`src/can_mode_defs.svh`:
```
`ifndef CAN_MODE_DEFS_SVH
`define CAN_MODE_DEFS_SVH

// Register indices on the local port
`define ADDR_CONTROL_ONE  4'h0
`define ADDR_CONFIG_TWO   4'h1
`define ADDR_TX_FLAGS     4'h2
`define ADDR_STATUS       4'h3
`define ADDR_BIT_TIMING   4'h4

// Field positions in can_control_one
`define POS_STOP_IN_IDLE  13
`define POS_ABORT_ALL     12
`define POS_REQ_HI        10
`define POS_REQ_LO        8
`define POS_REP_HI        7
`define POS_REP_LO        5
`define POS_CAPTURE_EN    3
`define POS_WINDOW_SEL    0
// Field position in can_config_two
`define POS_WAKE_FILTER   14

// Mode codes, shared by request and reported fields
`define MODE_NORMAL       3'h0
`define MODE_DISABLE      3'h1
`define MODE_LOOPBACK     3'h2
`define MODE_LISTEN_ONLY  3'h3
`define MODE_CONFIG       3'h4
`define MODE_RSVD_A       3'h5
`define MODE_RSVD_B       3'h6
`define MODE_LISTEN_ALL   3'h7

// Reset values
`define RESET_MODE        3'h4
`define RESET_TIMING      16'h0000

// Sizes and timing
`define TX_BUFS           8
`define RX_BUFS           32
`define IDLE_BITS         4'hB
`define MAX_OVERLOAD      2'h2
`define CLK_PERIOD_NS     40
`define WAKE_FILTER_NS    200
`define WAKE_FILTER_CYC   (`WAKE_FILTER_NS / `CLK_PERIOD_NS)

`endif

```
`src/can_mode_pkg.sv`:
```
package can_mode_pkg;

  typedef logic [2:0] mode_t;

  typedef struct packed {
    logic [3:0] bits;
  } idle_s;

  typedef struct packed {
    logic [3:0] cnt;
    logic       level;
  } filt_s;

  typedef struct packed {
    logic        stop_in_idle;
    logic        abort_all_tx;
    mode_t       mode_request;
    mode_t       mode_reported;
    logic        rx_capture_enable;
    logic        register_window_select;
    logic        wake_filter_enable;
    logic [15:0] timing_cfg;
    logic [7:0]  tx_request_flag;
    logic [7:0]  tx_aborted_flag;
    logic        wake_int_flag;
    logic        tx_hold;
    logic [1:0]  ovl_cnt;
    logic        capture_event;
    logic        overload_go;
    logic        rx_prev;
    logic        rx_s1;
    logic        rx_s2;
    logic [15:0] rdata;
  } ctl_s;

endpackage

```
`src/bus_idle_detect.sv`:
```
`timescale 1ns/100ps
`include "can_mode_defs.svh"

module bus_idle_detect (
  input  wire logic core_clk,
  input  wire logic rst_n,
  input  wire logic bit_tick,
  input  wire logic rx_level,
  input  wire logic restart,
  output logic      idle
);

  can_mode_pkg::idle_s s;
  can_mode_pkg::idle_s next_s;

  // Count recessive bits, saturating; a dominant bit starts over
  always_comb begin
    next_s = s;
    if (restart || (bit_tick && !rx_level)) begin
      next_s.bits = 4'h0;
    end else if (bit_tick && s.bits != `IDLE_BITS) begin
      next_s.bits = s.bits + 4'h1;
    end
  end

  always_ff @(posedge core_clk or negedge rst_n) begin
    if (!rst_n) begin
      s <= '0;
    end else begin
      s <= next_s;
    end
  end

  assign idle = (s.bits == `IDLE_BITS);

endmodule

```
`src/wake_filter.sv`:
```
`timescale 1ns/100ps
`include "can_mode_defs.svh"

module wake_filter (
  input  wire logic core_clk,
  input  wire logic rst_n,
  input  wire logic enable,
  input  wire logic rx_level,
  output logic      rx_filt
);

  localparam logic [3:0] FILT_CYC = 4'(`WAKE_FILTER_CYC);

  can_mode_pkg::filt_s s;
  can_mode_pkg::filt_s next_s;

  // Low-pass: a new level is taken only after it held FILT_CYC cycles
  always_comb begin
    next_s = s;
    if (!enable || rx_level == s.level) begin
      next_s.cnt   = 4'h0;
      next_s.level = rx_level;
    end else if (s.cnt == FILT_CYC - 4'h1) begin
      next_s.cnt   = 4'h0;
      next_s.level = rx_level;
    end else begin
      next_s.cnt = s.cnt + 4'h1;
    end
  end

  always_ff @(posedge core_clk or negedge rst_n) begin
    if (!rst_n) begin
      s <= '{cnt: 4'h0, level: 1'b1};
    end else begin
      s <= next_s;
    end
  end

  assign rx_filt = s.level;

endmodule

```
`src/can_mode_control.sv`:
```
`timescale 1ns/100ps
`include "can_mode_defs.svh"

module can_mode_control (
  input  wire logic        core_clk,
  input  wire logic        rst_n,
  input  wire logic [3:0]  reg_addr,
  input  wire logic [15:0] reg_wdata,
  input  wire logic        reg_wr,
  input  wire logic        reg_rd,
  output logic      [15:0] reg_rdata,
  input  wire logic        bus_rx_pin,
  output logic             bus_tx_pin_out,
  output logic             bus_tx_pin_oe,
  output logic             rx_pin_owned,
  input  wire logic        bit_tick,
  input  wire logic        engine_tx,
  output logic             engine_rx,
  input  wire logic        tx_busy,
  input  wire logic [7:0]  tx_done,
  output logic      [7:0]  tx_grant,
  input  wire logic        rx_done,
  input  wire logic        overload_req,
  input  wire logic        frame_start,
  output logic             overload_go,
  output logic             capture_event,
  output logic             err_cnt_clear,
  output logic             err_cnt_enable,
  output logic             ack_enable,
  output logic             ignore_errors,
  output logic             rx_enable,
  output logic             module_halt,
  input  wire logic        cpu_idle,
  input  wire logic        cpu_sleep,
  output logic             register_window_select,
  output logic      [15:0] timing_cfg,
  output logic      [5:0]  rx_buf_count
);

  can_mode_pkg::ctl_s s;
  can_mode_pkg::ctl_s next_s;

  logic  bus_idle;
  logic  rx_filt;
  logic  idle_restart;
  logic  in_config;
  logic  tx_mode;
  logic  wr_ctrl;
  logic  wr_req_ok;
  can_mode_pkg::mode_t req;
  can_mode_pkg::mode_t wr_req;

  assign req       = s.mode_request;
  assign in_config = (s.mode_reported == `MODE_CONFIG);
  assign tx_mode   = (s.mode_reported == `MODE_NORMAL) ||
                     (s.mode_reported == `MODE_LOOPBACK);
  assign wr_ctrl   = reg_wr && reg_addr == `ADDR_CONTROL_ONE;
  assign wr_req    = reg_wdata[`POS_REQ_HI:`POS_REQ_LO];
  // Reserved codes are dropped so the request never holds them
  assign wr_req_ok = wr_req != `MODE_RSVD_A &&
                     wr_req != `MODE_RSVD_B;

  // Restart the idle count on a mode change so the startup hold
  // sees eleven fresh recessive bits
  assign idle_restart = (next_s.mode_reported != s.mode_reported);

  bus_idle_detect u_idle (
    .core_clk (core_clk),
    .rst_n    (rst_n),
    .bit_tick (bit_tick),
    .rx_level (s.rx_s2),
    .restart  (idle_restart),
    .idle     (bus_idle)
  );

  // Filter is only in the path while asleep, as the wake source
  wake_filter u_wake (
    .core_clk (core_clk),
    .rst_n    (rst_n),
    .enable   (s.wake_filter_enable && cpu_sleep),
    .rx_level (s.rx_s2),
    .rx_filt  (rx_filt)
  );

  // Main state update: synchroniser, mode, flags, registers
  always_comb begin
    next_s       = s;
    next_s.rx_s1 = bus_rx_pin;
    next_s.rx_s2 = s.rx_s1;
    next_s.rx_prev = rx_filt;

    // Mode switch waits for idle; config also waits for tx end
    if (req != s.mode_reported && bus_idle &&
        !(req == `MODE_CONFIG && tx_busy)) begin
      next_s.mode_reported = req;
    end
    if ((req == `MODE_NORMAL || req == `MODE_LOOPBACK) &&
        next_s.mode_reported == req &&
        s.mode_reported != req) begin
      next_s.tx_hold = 1'b1;
    end else if (bus_idle) begin
      next_s.tx_hold = 1'b0;
    end

    // Engine completions clear request flags
    next_s.tx_request_flag = s.tx_request_flag & ~tx_done;

    // Abort-all: flag every pending buffer, drop its request
    if (s.abort_all_tx) begin
      next_s.tx_aborted_flag = s.tx_aborted_flag |
                               s.tx_request_flag;
      next_s.tx_request_flag = 8'h00;
      if (!tx_busy) begin
        next_s.abort_all_tx = 1'b0;
      end
    end

    // Wake on bus activity in disable mode; pending flags stay
    if (reg_wr && reg_addr == `ADDR_STATUS && reg_wdata[0]) begin
      next_s.wake_int_flag = 1'b0;
    end
    if (s.mode_reported == `MODE_DISABLE && s.rx_prev &&
        !rx_filt) begin
      next_s.wake_int_flag = 1'b1;
    end

    // Overload frames: at most two back to back per frame gap
    next_s.overload_go = 1'b0;
    if (frame_start) begin
      next_s.ovl_cnt = 2'h0;
    end else if (overload_req && s.ovl_cnt < `MAX_OVERLOAD) begin
      next_s.ovl_cnt     = s.ovl_cnt + 2'h1;
      next_s.overload_go = 1'b1;
    end

    // One capture pulse per received message when enabled
    next_s.capture_event = rx_done && s.rx_capture_enable &&
                           rx_enable;

    // Register writes
    if (wr_ctrl) begin
      if (wr_req_ok) begin
        next_s.mode_request = wr_req;
      end
      if (reg_wdata[`POS_ABORT_ALL]) begin
        next_s.abort_all_tx = 1'b1;
      end
      // Early disable while transmissions are held aborts them
      if (wr_req_ok && wr_req == `MODE_DISABLE && s.tx_hold) begin
        next_s.tx_aborted_flag = s.tx_aborted_flag |
                                 s.tx_request_flag;
        next_s.tx_request_flag = 8'h00;
      end
      if (in_config) begin
        next_s.stop_in_idle = reg_wdata[`POS_STOP_IN_IDLE];
        next_s.rx_capture_enable =
          reg_wdata[`POS_CAPTURE_EN];
        next_s.register_window_select =
          reg_wdata[`POS_WINDOW_SEL];
      end
    end
    if (reg_wr && in_config) begin
      if (reg_addr == `ADDR_CONFIG_TWO) begin
        next_s.wake_filter_enable =
          reg_wdata[`POS_WAKE_FILTER];
      end
      if (reg_addr == `ADDR_BIT_TIMING) begin
        next_s.timing_cfg = reg_wdata;
      end
    end
    if (reg_wr && reg_addr == `ADDR_TX_FLAGS) begin
      // Aborted flags clear by writing one; new aborts win
      next_s.tx_aborted_flag = next_s.tx_aborted_flag &
                               ~reg_wdata[15:8] |
                               (next_s.tx_aborted_flag &
                                ~s.tx_aborted_flag);
      if (!s.abort_all_tx) begin
        next_s.tx_request_flag = next_s.tx_request_flag |
                                 reg_wdata[7:0];
      end
    end

    // Read data stands only in the cycle after the strobe
    next_s.rdata = 16'h0000;
    if (reg_rd) begin
      unique case (reg_addr)
        `ADDR_CONTROL_ONE: begin
          next_s.rdata[`POS_STOP_IN_IDLE] = s.stop_in_idle;
          next_s.rdata[`POS_ABORT_ALL]    = s.abort_all_tx;
          next_s.rdata[`POS_REQ_HI:`POS_REQ_LO] = s.mode_request;
          next_s.rdata[`POS_REP_HI:`POS_REP_LO] =
            s.mode_reported;
          next_s.rdata[`POS_CAPTURE_EN] = s.rx_capture_enable;
          next_s.rdata[`POS_WINDOW_SEL] = s.register_window_select;
        end
        `ADDR_CONFIG_TWO: begin
          next_s.rdata[`POS_WAKE_FILTER] = s.wake_filter_enable;
        end
        `ADDR_TX_FLAGS: begin
          next_s.rdata = {s.tx_aborted_flag, s.tx_request_flag};
        end
        `ADDR_STATUS: begin
          next_s.rdata[2:0] = {s.tx_hold, bus_idle,
                               s.wake_int_flag};
        end
        `ADDR_BIT_TIMING: begin
          next_s.rdata = s.timing_cfg;
        end
        default: begin
          next_s.rdata = 16'h0000;
        end
      endcase
    end
  end

  always_ff @(posedge core_clk or negedge rst_n) begin
    if (!rst_n) begin
      s <= '0;
      s.mode_request  <= `RESET_MODE;
      s.mode_reported <= `RESET_MODE;
      s.timing_cfg    <= `RESET_TIMING;
      s.rx_prev       <= 1'b1;
      s.rx_s1         <= 1'b1;
      s.rx_s2         <= 1'b1;
    end else begin
      s <= next_s;
    end
  end

  // Mode decode for the protocol engine and the pins
  always_comb begin
    rx_enable      = 1'b0;
    ack_enable     = 1'b0;
    err_cnt_enable = 1'b0;
    ignore_errors  = 1'b0;
    bus_tx_pin_oe  = 1'b0;
    unique case (s.mode_reported)
      `MODE_NORMAL: begin
        rx_enable      = 1'b1;
        ack_enable     = 1'b1;
        err_cnt_enable = 1'b1;
        bus_tx_pin_oe  = 1'b1;
      end
      `MODE_LISTEN_ONLY: begin
        rx_enable = 1'b1;
      end
      `MODE_LISTEN_ALL: begin
        rx_enable     = 1'b1;
        ignore_errors = 1'b1;
      end
      `MODE_LOOPBACK: begin
        rx_enable      = 1'b1;
        ack_enable     = 1'b1;
        err_cnt_enable = 1'b1;
      end
      default: begin
        rx_enable = 1'b0;
      end
    endcase
  end

  assign err_cnt_clear  = in_config;
  assign module_halt    = s.stop_in_idle && cpu_idle;
  assign rx_pin_owned   = rx_enable &&
                          s.mode_reported != `MODE_LOOPBACK;
  assign bus_tx_pin_out = engine_tx | ~bus_tx_pin_oe;
  // Loopback closes transmit onto receive inside the boundary
  assign engine_rx = (s.mode_reported == `MODE_LOOPBACK) ?
                     engine_tx : (rx_pin_owned ? s.rx_s2 : 1'b1);
  // Requests only leave once the startup hold has expired
  assign tx_grant = (tx_mode && !s.tx_hold && !s.abort_all_tx &&
                     !module_halt) ? s.tx_request_flag : 8'h00;
  assign rx_buf_count = 6'(`RX_BUFS);
  assign overload_go  = s.overload_go;
  assign capture_event = s.capture_event;
  assign register_window_select = s.register_window_select;
  assign timing_cfg = s.timing_cfg;
  assign reg_rdata  = s.rdata;

  // Checks
  mode_waits_idle_a: assert property (@(posedge core_clk)
    disable iff (!rst_n) $changed(s.mode_reported) |->
    $past(bus_idle)) else $error("mode changed off idle");
  mode_follows_req_a: assert property (@(posedge core_clk)
    disable iff (!rst_n) $changed(s.mode_reported) |->
    s.mode_reported == $past(s.mode_request))
    else $error("mode not the requested one");
  cfg_after_tx_a: assert property (@(posedge core_clk)
    disable iff (!rst_n) $changed(s.mode_reported) &&
    s.mode_reported == `MODE_CONFIG |-> !$past(tx_busy))
    else $error("config entered during transmission");
  no_reserved_a: assert property (@(posedge core_clk)
    disable iff (!rst_n) s.mode_request != `MODE_RSVD_A &&
    s.mode_request != `MODE_RSVD_B)
    else $error("reserved mode request held");
  cfg_quiet_a: assert property (@(posedge core_clk)
    disable iff (!rst_n) in_config |-> !rx_enable &&
    !bus_tx_pin_oe && tx_grant == 8'h00 && err_cnt_clear)
    else $error("config mode not quiet");
  disable_free_a: assert property (@(posedge core_clk)
    disable iff (!rst_n) s.mode_reported == `MODE_DISABLE |->
    !bus_tx_pin_oe && !rx_pin_owned)
    else $error("disable mode holds pins");
  lock_timing_a: assert property (@(posedge core_clk)
    disable iff (!rst_n) !in_config |=> $stable(s.timing_cfg))
    else $error("timing written on-line");
  hold_blocks_a: assert property (@(posedge core_clk)
    disable iff (!rst_n) s.tx_hold |-> tx_grant == 8'h00)
    else $error("grant during startup hold");
  abort_clears_a: assert property (@(posedge core_clk)
    disable iff (!rst_n) s.abort_all_tx |=>
    s.tx_request_flag == 8'h00)
    else $error("request survived abort-all");
  overload_two_a: assert property (@(posedge core_clk)
    disable iff (!rst_n) s.ovl_cnt <= `MAX_OVERLOAD)
    else $error("too many overload frames");
  listen_only_a: assert property (@(posedge core_clk)
    disable iff (!rst_n) s.mode_reported == `MODE_LISTEN_ONLY |->
    !ack_enable && !err_cnt_enable && !bus_tx_pin_oe)
    else $error("listen-only not passive");
  halt_idle_a: assert property (@(posedge core_clk)
    disable iff (!rst_n) module_halt == (s.stop_in_idle && cpu_idle))
    else $error("halt wrong");

  enter_normal_c: cover property (@(posedge core_clk)
    disable iff (!rst_n) $changed(s.mode_reported) &&
    s.mode_reported == `MODE_NORMAL);
  early_abort_c: cover property (@(posedge core_clk)
    disable iff (!rst_n) s.tx_hold && wr_ctrl &&
    wr_req == `MODE_DISABLE && s.tx_request_flag != 8'h00);
  wake_c: cover property (@(posedge core_clk)
    disable iff (!rst_n) $rose(s.wake_int_flag));

endmodule

```
`config.mk`:
```
export PLATFORM = sky130hd
export DESIGN_NAME = can_mode_control
export DESIGN_NICKNAME = d
export VERILOG_FILES = /design/src/can_mode_pkg.sv /design/src/bus_idle_detect.sv /design/src/wake_filter.sv /design/src/can_mode_control.sv
export VERILOG_INCLUDE_DIRS = /design/src
export SDC_FILE = /design/constraint.sdc
export NUM_CORES = 1
export LEC_CHECK = 0
export BUFFER_PORTS_ARGS = -buffer_cell sky130_fd_sc_hd__clkbuf_2
export CORE_AREA = 2 2 130 132
export CTS_CLUSTER_SIZE = 14
export DETAILED_ROUTE_END_ITERATION = 16
export DIE_AREA = 0 0 132 134
export PLACE_DENSITY = 0.51
export SYNTH_ARGS = -nofsm -noshare
export SYNTH_HDL_FRONTEND = slang
export SYNTH_HIERARCHICAL = 1
export SYNTH_SLANG_ARGS = --single-unit
```
`constraint.sdc`:
```
create_clock -name core_clk -period 1.6 [get_ports core_clk]
set_clock_uncertainty 0.05 [all_clocks]
set_input_delay 0.16 -clock core_clk [delete_from_list [all_inputs] [get_ports core_clk]]
set_output_delay 0.16 -clock core_clk [all_outputs]
set_load 0.03 [all_outputs]
```
==> results of run 1 <==
[worst max-delay path, stage by stage, from the launching register on]
cell     delay (ns)
dfrtp_1        0.41
and2_4         0.17
nor4_4         0.22
buf_4          0.20
and2_4         0.15
buf_8          0.12
[power groups by stage]
stage               registers (mW)  clock network (mW)  logic [mW]
floorplan                     2.27                   0       0.898
global placement              2.30                   0        1.34
detailed placement            2.31                   0        1.36
CTS                           2.27                2.20        1.59
global route                  2.29                2.29        1.83
finish                        2.27                2.14        1.71
[cell usage after synthesis, types with 2 or more instances]
cell type | count | area [sq um]
a31oi_1 | 7 | 43.8
ha_1 | 3 | 37.5
inv_1 | 20 | 75.1
and2_1 | 10 | 62.6
mux2_2 | 33 | 372
nor4bb_1 | 2 | 20.0
dfstp_2 | 6 | 158
a32oi_1 | 5 | 43.8
o2bb2ai_1 | 3 | 26.3
xnor2_1 | 3 | 26.3
buf_4 | 39 | 293
and3_1 | 2 | 12.5
nor3_1 | 2 | 10.0
a32o_1 | 9 | 90.1
a21oi_1 | 7 | 35.0
nand3b_1 | 2 | 15.0
o31ai_1 | 8 | 60.1
or3_1 | 3 | 18.8
nor3b_1 | 2 | 15.0
a21o_1 | 2 | 15.0
nand2_1 | 11 | 41.3
conb_1 | 2 | 7.51
o21ai_0 | 12 | 60.1
nor2b_1 | 8 | 50.1
clkbuf_1 | 9 | 33.8
dfrtp_1 | 71 | 1780
or3b_1 | 2 | 17.5
nand2b_1 | 13 | 81.3
nor2_1 | 23 | 86.3
a22oi_1 | 10 | 75.1
buf_6 | 2 | 22.5
and3b_1 | 5 | 43.8
nor3_2 | 2 | 20.0
buf_2 | 5 | 25.0
xor2_1 | 5 | 43.8
nand3_1 | 10 | 50.1
[state kept, by name (all words and copies together), names as in the netlist]
name / count
s: 29
reg_rdata: 16
timing_cfg: 16
u_idle/s: 4
u_wake/s: 4
req: 3
capture_event: 1
next_s: 1
overload_go: 1
register_window_select: 1
u_wake/rx_filt: 1
[worst paths after layout]
kind | end | cells after the start | start
max | tx_grant[3] | 5 | s[67]
min | s[34] | 2 | reg_wdata[1]
max reg2reg | s[57] | 4 | s[62]
min reg2reg | s[16] | 0 | next_s[16]
max in group asynchronous | s[16] | 3 | rst_n
min in group asynchronous | s[30] | 2 | rst_n
[per-stage QoR]
| step | hold slack (ns) | worst slack, ns |
|---|---|---|
| final | 0.00862 | -0.226 |
| after global routing | 0.0113 | -0.299 |
| after CTS | 0.000428 | -0.270 |
| after detailed placement | 0.0265 | -0.116 |
| after global placement | 0.0259 | -0.0922 |
| after floorplan | -0.186 | -0.283 |
[metal layers]
metal | global-route usage | share of wire | wire [um]
met5 | 0 | 0 | 0
met4 | 0.0568 | 0.017 | 205
met3 | 0.0287 | 0.053 | 621
met2 | 0.223 | 0.49 | 5690
met1 | 0.178 | 0.44 | 5200
[timing repair]
action | 4_1_cts | 5_1_grt
hold endpoints to repair | 49 | 0
gates cloned | 1 | 0
setup buffers | 5 | 5
hold buffers | 3 | 0
pin swaps | 4 | 14
resized for setup | 48 | 36
setup endpoints to repair | 35 | 52
[cells by family after synthesis]
kind of cell,count (synthesis),synth area share
compound gates,69,0.122
xor+xnor,8,0.0174
fa+ha+maj,3,0.00931
buf+inv,76,0.112
flops,77,0.480
mux,35,0.0984
other cells,2,0.00186
simple gates,107,0.158
[layout make-up]
type	count	area, sq um
Clock buffer	12	256
Clock inverter	4	55.1
Fill cell	1662	10800
Inverter	20	77.6
Multi-Input combinational cell	228	1810
Sequential cell	77	1930
Tap cell	220	275
Timing Repair Buffer	146	1080
==> metrics, run 1 <==
status finished with violations; failing checks negative setup slack; number of buffers inserted during clock tree synthesis 9; minimum setup slack in the final design -0.226 ns; count of antenna diodes in the layout 0; dominant synthesized flop cell dfrtp_1; number of antenna violations at the first check in global routing 0; Rel. slew slack 0.669; worst setup slack for register-to-register paths -0.13 ns; Avg Vias per Cell 4.52; distinct cell type count after synthesis 55; type of the worst min-delay path in -> reg; CP startpoint kind register; setup total negative slack -4.47 ns; clock sinks 77; # port buffers 93; pin slew with the least headroom to its limit 0.495 ns; setup repair after global routing missed its margin true; layout cell share with drive strength beyond 1 0.476; WL final 11.7 mm; Final Setup Violations 34; power density of the placed cells 1110 nW/um^2; commonest cells after routing, fill and taps aside clkbuf_2, dfrtp_1, buf_4; switching share of power 0.306; maximum vdd ir drop 525 uV; most common cell after layout, fill and taps aside clkbuf_2; Detail Placement HPWL 8.85 mm; max-capacitance violation count 0; Vert. Die Dim 134 um; total track usage 0.137; type of the worst setup path reg -> out; first-pass GRT wire length 18.7 mm; width of the die 132 um; clock-pin slew of the registers on the worst-case setup and hold paths 0.06 ns; clock group share of total power 0.350; largest net degree at the start of global routing 43; maximum net fanout on the critical path 7; async set-reset flop share out of synthesis 1.00; core utilization of the finished layout 0.337; clock tree buffer depth 2; internal power 4.24 mW; area growth from synthesis to final layout 36.1%; Finished Cell Area 5490 sq um; post-route clock period utilization 1.14; number of global-route vias before repair 3357; master cell of the clock root buffer clkbuf_16; placed cell area 4800 sq um; effective utilization at floorplan 0.247; number of core rows 47; data required time of the critical path 1.39 ns; TritonCTS clock tree done; critical path capture point type primary output; Final Slew Violations 0; core outline area 16300 sq um; Min Clock Period, post-route 1.83 ns; post-route DRC violation count 0; weighted congestion reported at the end of routability-driven placement 0.858; final global-route overflow total 0; first-pass detailed-route iteration total 4; instance count of the mapped netlist 377; count of synthesis-stage warnings from yosys 6; Max Clock Freq 0.548 GHz; IO Count 100; summed instance area of the synthesized netlist 4030 sq um; clock insertion delay at the later pin of the skew report 0.34 ns; vias 3199; placed cell count 678; antenna violation net count after detailed routing 0; register share of total power 0.371; part of the power in combinational logic 0.279; full die area 17700 sq um; non-filler cells, final 707; P_sw 1.87 mW; DRC violation total after the first TritonRoute iteration 196; Hold Violations, Final 0; number of register bits inferred by synthesis 77; average cell area after synthesis 10.7 sq um; total design power 6.11 mW; Data arrival, critical path 1.62 ns; number of synthesized flops with an enable pin 0; post-detailed-route wirelength per cell 16.6 um; nets@finish 526; leakage dissipation 2.64 nW; sequential fraction of the synthesis area 0.480; number of H-tree levels 3
(Power assumes the default switching activity.)
==> inputs of run 2 (changes only) <==
--- a/config.mk
+++ b/config.mk
@@ -8,6 +8,7 @@
 export LEC_CHECK = 0
 export BUFFER_PORTS_ARGS = -buffer_cell sky130_fd_sc_hd__clkbuf_2
 export CORE_AREA = 2 2 130 132
+export CTS_BUF_LIST = sky130_fd_sc_hd__clkbuf_8 sky130_fd_sc_hd__clkbuf_16
 export CTS_CLUSTER_SIZE = 14
 export DETAILED_ROUTE_END_ITERATION = 16
 export DIE_AREA = 0 0 132 134
==> run 2 against run 1 <==
The run still ends with negative setup slack left. Clock power about the same. Total power is essentially flat. Hold slack barely moved. Setup slack hardly changed. Via count is 0.16% lower. Register-to-register slack hardly changed. Utilization unchanged.
==> metrics, run 2 (synthesized netlist as in run 1, its figures left out) <==
leakage dissipation 2.64 nW (+0.16%); internal power 4.23 mW (-0.15%); weighted congestion reported at the end of routability-driven placement 0.858 (unchanged); clock sinks 77 (unchanged); number of core rows 47 (unchanged); failing checks negative setup slack; maximum net fanout on the critical path 7 (unchanged); commonest cells after routing, fill and taps aside clkbuf_2, dfrtp_1, buf_4; critical path's largest stage delay 0.41 ns (about the same); IO Count 100 (unchanged); master cell of the clock root buffer clkbuf_16; clock-pin slew of the registers on the worst-case setup and hold paths 0.06 ns (about the same); part of the power in combinational logic 0.279 (about the same); full die area 17700 sq um (unchanged); WL final 11.7 mm (-0.12%); Detail Placement HPWL 8.85 mm (unchanged); total area of sequential cells 1930 sq um (unchanged); switching share of power 0.307 (+0.000621); Final Setup Violations 34 (unchanged); top register by number of flip-flops s; final global-route overflow total 0 (unchanged); power density of the placed cells 1110 nW/um^2 (about the same); count of antenna diodes in the layout 0 (unchanged); P_sw 1.88 mW (+0.14%); width of the die 132 um (unchanged); effective utilization at floorplan 0.247 (unchanged); combined area of the multi-input logic cells 1810 sq um (unchanged); dominant delay contributor by cell family on the critical path simple AND/OR/NAND/NOR gates; placed cell area 4800 sq um (unchanged); antenna violation net count after detailed routing 0 (unchanged); Avg Vias per Cell 4.52 (-0.16%); Min Clock Period, post-route 1.83 ns (+0.0000440 ns); placed cell count 678 (unchanged); Finished Cell Area 5490 sq um (unchanged); number of global-route vias before repair 3357 (unchanged); type of the worst setup path reg -> out; register share of total power 0.371 (about the same); post-route clock period utilization 1.14 (about the same); number of buffers inserted during clock tree synthesis 9 (unchanged); non-filler cells, final 707 (unchanged); Filler cells 1662 (unchanged); max-capacitance violation count 0 (unchanged); total track usage 0.137 (unchanged); number of H-tree levels 3 (unchanged); layout cell share with drive strength beyond 1 0.476 (unchanged); Max Clock Freq 0.548 GHz (about the same); type of the worst min-delay path in -> reg; # port buffers 93 (unchanged); Hold Violations, Final 0 (unchanged); Most common cell on crit path and2_4; post-detailed-route wirelength per cell 16.6 um (-0.12%); first-pass GRT wire length 18.7 mm (unchanged); clock group share of total power 0.350 (about the same); flip-flop count of the largest register after layout 29 (unchanged); cell-by-cell listing of the critical path and2_4 -> nor4_4 -> buf_4 -> and2_4 -> buf_8; vias 3194 (-0.16%); CP startpoint kind register; Data arrival, critical path 1.62 ns (about the same); TritonCTS clock tree done; number of antenna violations at the first check in global routing 0 (unchanged); core outline area 16300 sq um (unchanged); clock tree buffer depth 2 (unchanged); data required time of the critical path 1.39 ns (about the same); most common cell after layout, fill and taps aside clkbuf_2; minimum setup slack in the final design -0.226 ns (-0.0000440 ns); maximum vdd ir drop 526 uV (+0.14%); DRC violation total after the first TritonRoute iteration 185 (-5.6%); clock insertion delay at the later pin of the skew report 0.34 ns (about the same); Slowest cell on crit path dfrtp_1; Vert. Die Dim 134 um (unchanged); area growth from synthesis to final layout 36.1% (unchanged); status finished with violations; post-route DRC violation count 0 (unchanged); largest net degree at the start of global routing 43 (unchanged); Final Slew Violations 0 (unchanged); setup repair after global routing missed its margin true; critical path capture point type primary output; first-pass detailed-route iteration total 4 (unchanged); buffers and inverters on the worst path 2 (unchanged); nets@finish 526 (unchanged)
run 2: cell type report:
cell class	count	share of cell area
clock buffers	11	0.0461
clock inverters	5	0.0107
inverters	20	0.0141
multi-input cells	228	0.330
flip-flops and latches	77	0.353
well taps	220	0.0502
repair buffers	146	0.196
run 2: path summary, 6_finish.rpt:
kind                         startpoint     endpoint  slack, ns  depth (start not counted)
setup / recovery                  s[67]  tx_grant[3]      -0.23                          5
min in group asynchronous         rst_n        s[30]       0.20                          2
max in group asynchronous         rst_n        s[16]       0.69                          3
hold reg to reg              next_s[16]        s[16]       0.31                          0
setup reg to reg                  s[62]        s[57]      -0.13                          4
hold / removal             reg_wdata[1]        s[34]      0.008                          2
run 2: worst register-to-register path, delay by kind of cell (launching register included):
family	cells	cell delay, ns
simple gates	2	0.61
flops	1	0.55
mux	1	0.30
buf+inv	1	0.10
run 2: power by group through the flow:
stage               combinational [mW]  clock (mW)  sequential, mW
floorplan                        0.898           0            2.27
global placement                  1.34           0            2.30
detailed placement                1.36           0            2.31
CTS                               1.59        2.20            2.27
global route                      1.83        2.28            2.29
finish                            1.71        2.14            2.27
run 2: through the flow:
stage | hold slack, ns | TNS [ns] | setup slack (ns) | utilization | total power [mW]
after floorplan | -0.186 | -5.17 | -0.283 | - | 3.17
after detailed placement | 0.0265 | -1.44 | -0.116 | 0.294 | 3.67
after global placement | 0.0259 | -0.737 | -0.0922 | 0.294 | 3.64
final | 0.00834 | -4.47 | -0.226 | 0.337 | 6.11
after global routing | 0.0112 | -7.05 | -0.299 | 0.337 | 6.41
after CTS | 0.000428 | -3.96 | -0.270 | 0.330 | 6.06
run 2: repair_timing:
action | in CTS | in global routing
setup endpoints to repair | 35 | 52
hold buffers | 3 | 0
pin swaps | 4 | 14
buffers inserted | 5 | 5
endpoints found under the hold margin | 49 | 0
gates resized for setup | 48 | 36
gates cloned | 1 | 0
run 2: metal layers:
metal | vias to the layer above | wire [um] | GRT usage
met5 | - | 0 | 0
met1 | 1590 | 5180 | 0.178
met2 | 96 | 5700 | 0.223
met3 | 16 | 625 | 0.0287
met4 | 0 | 204 | 0.0568
li1 | 1492 | - | -
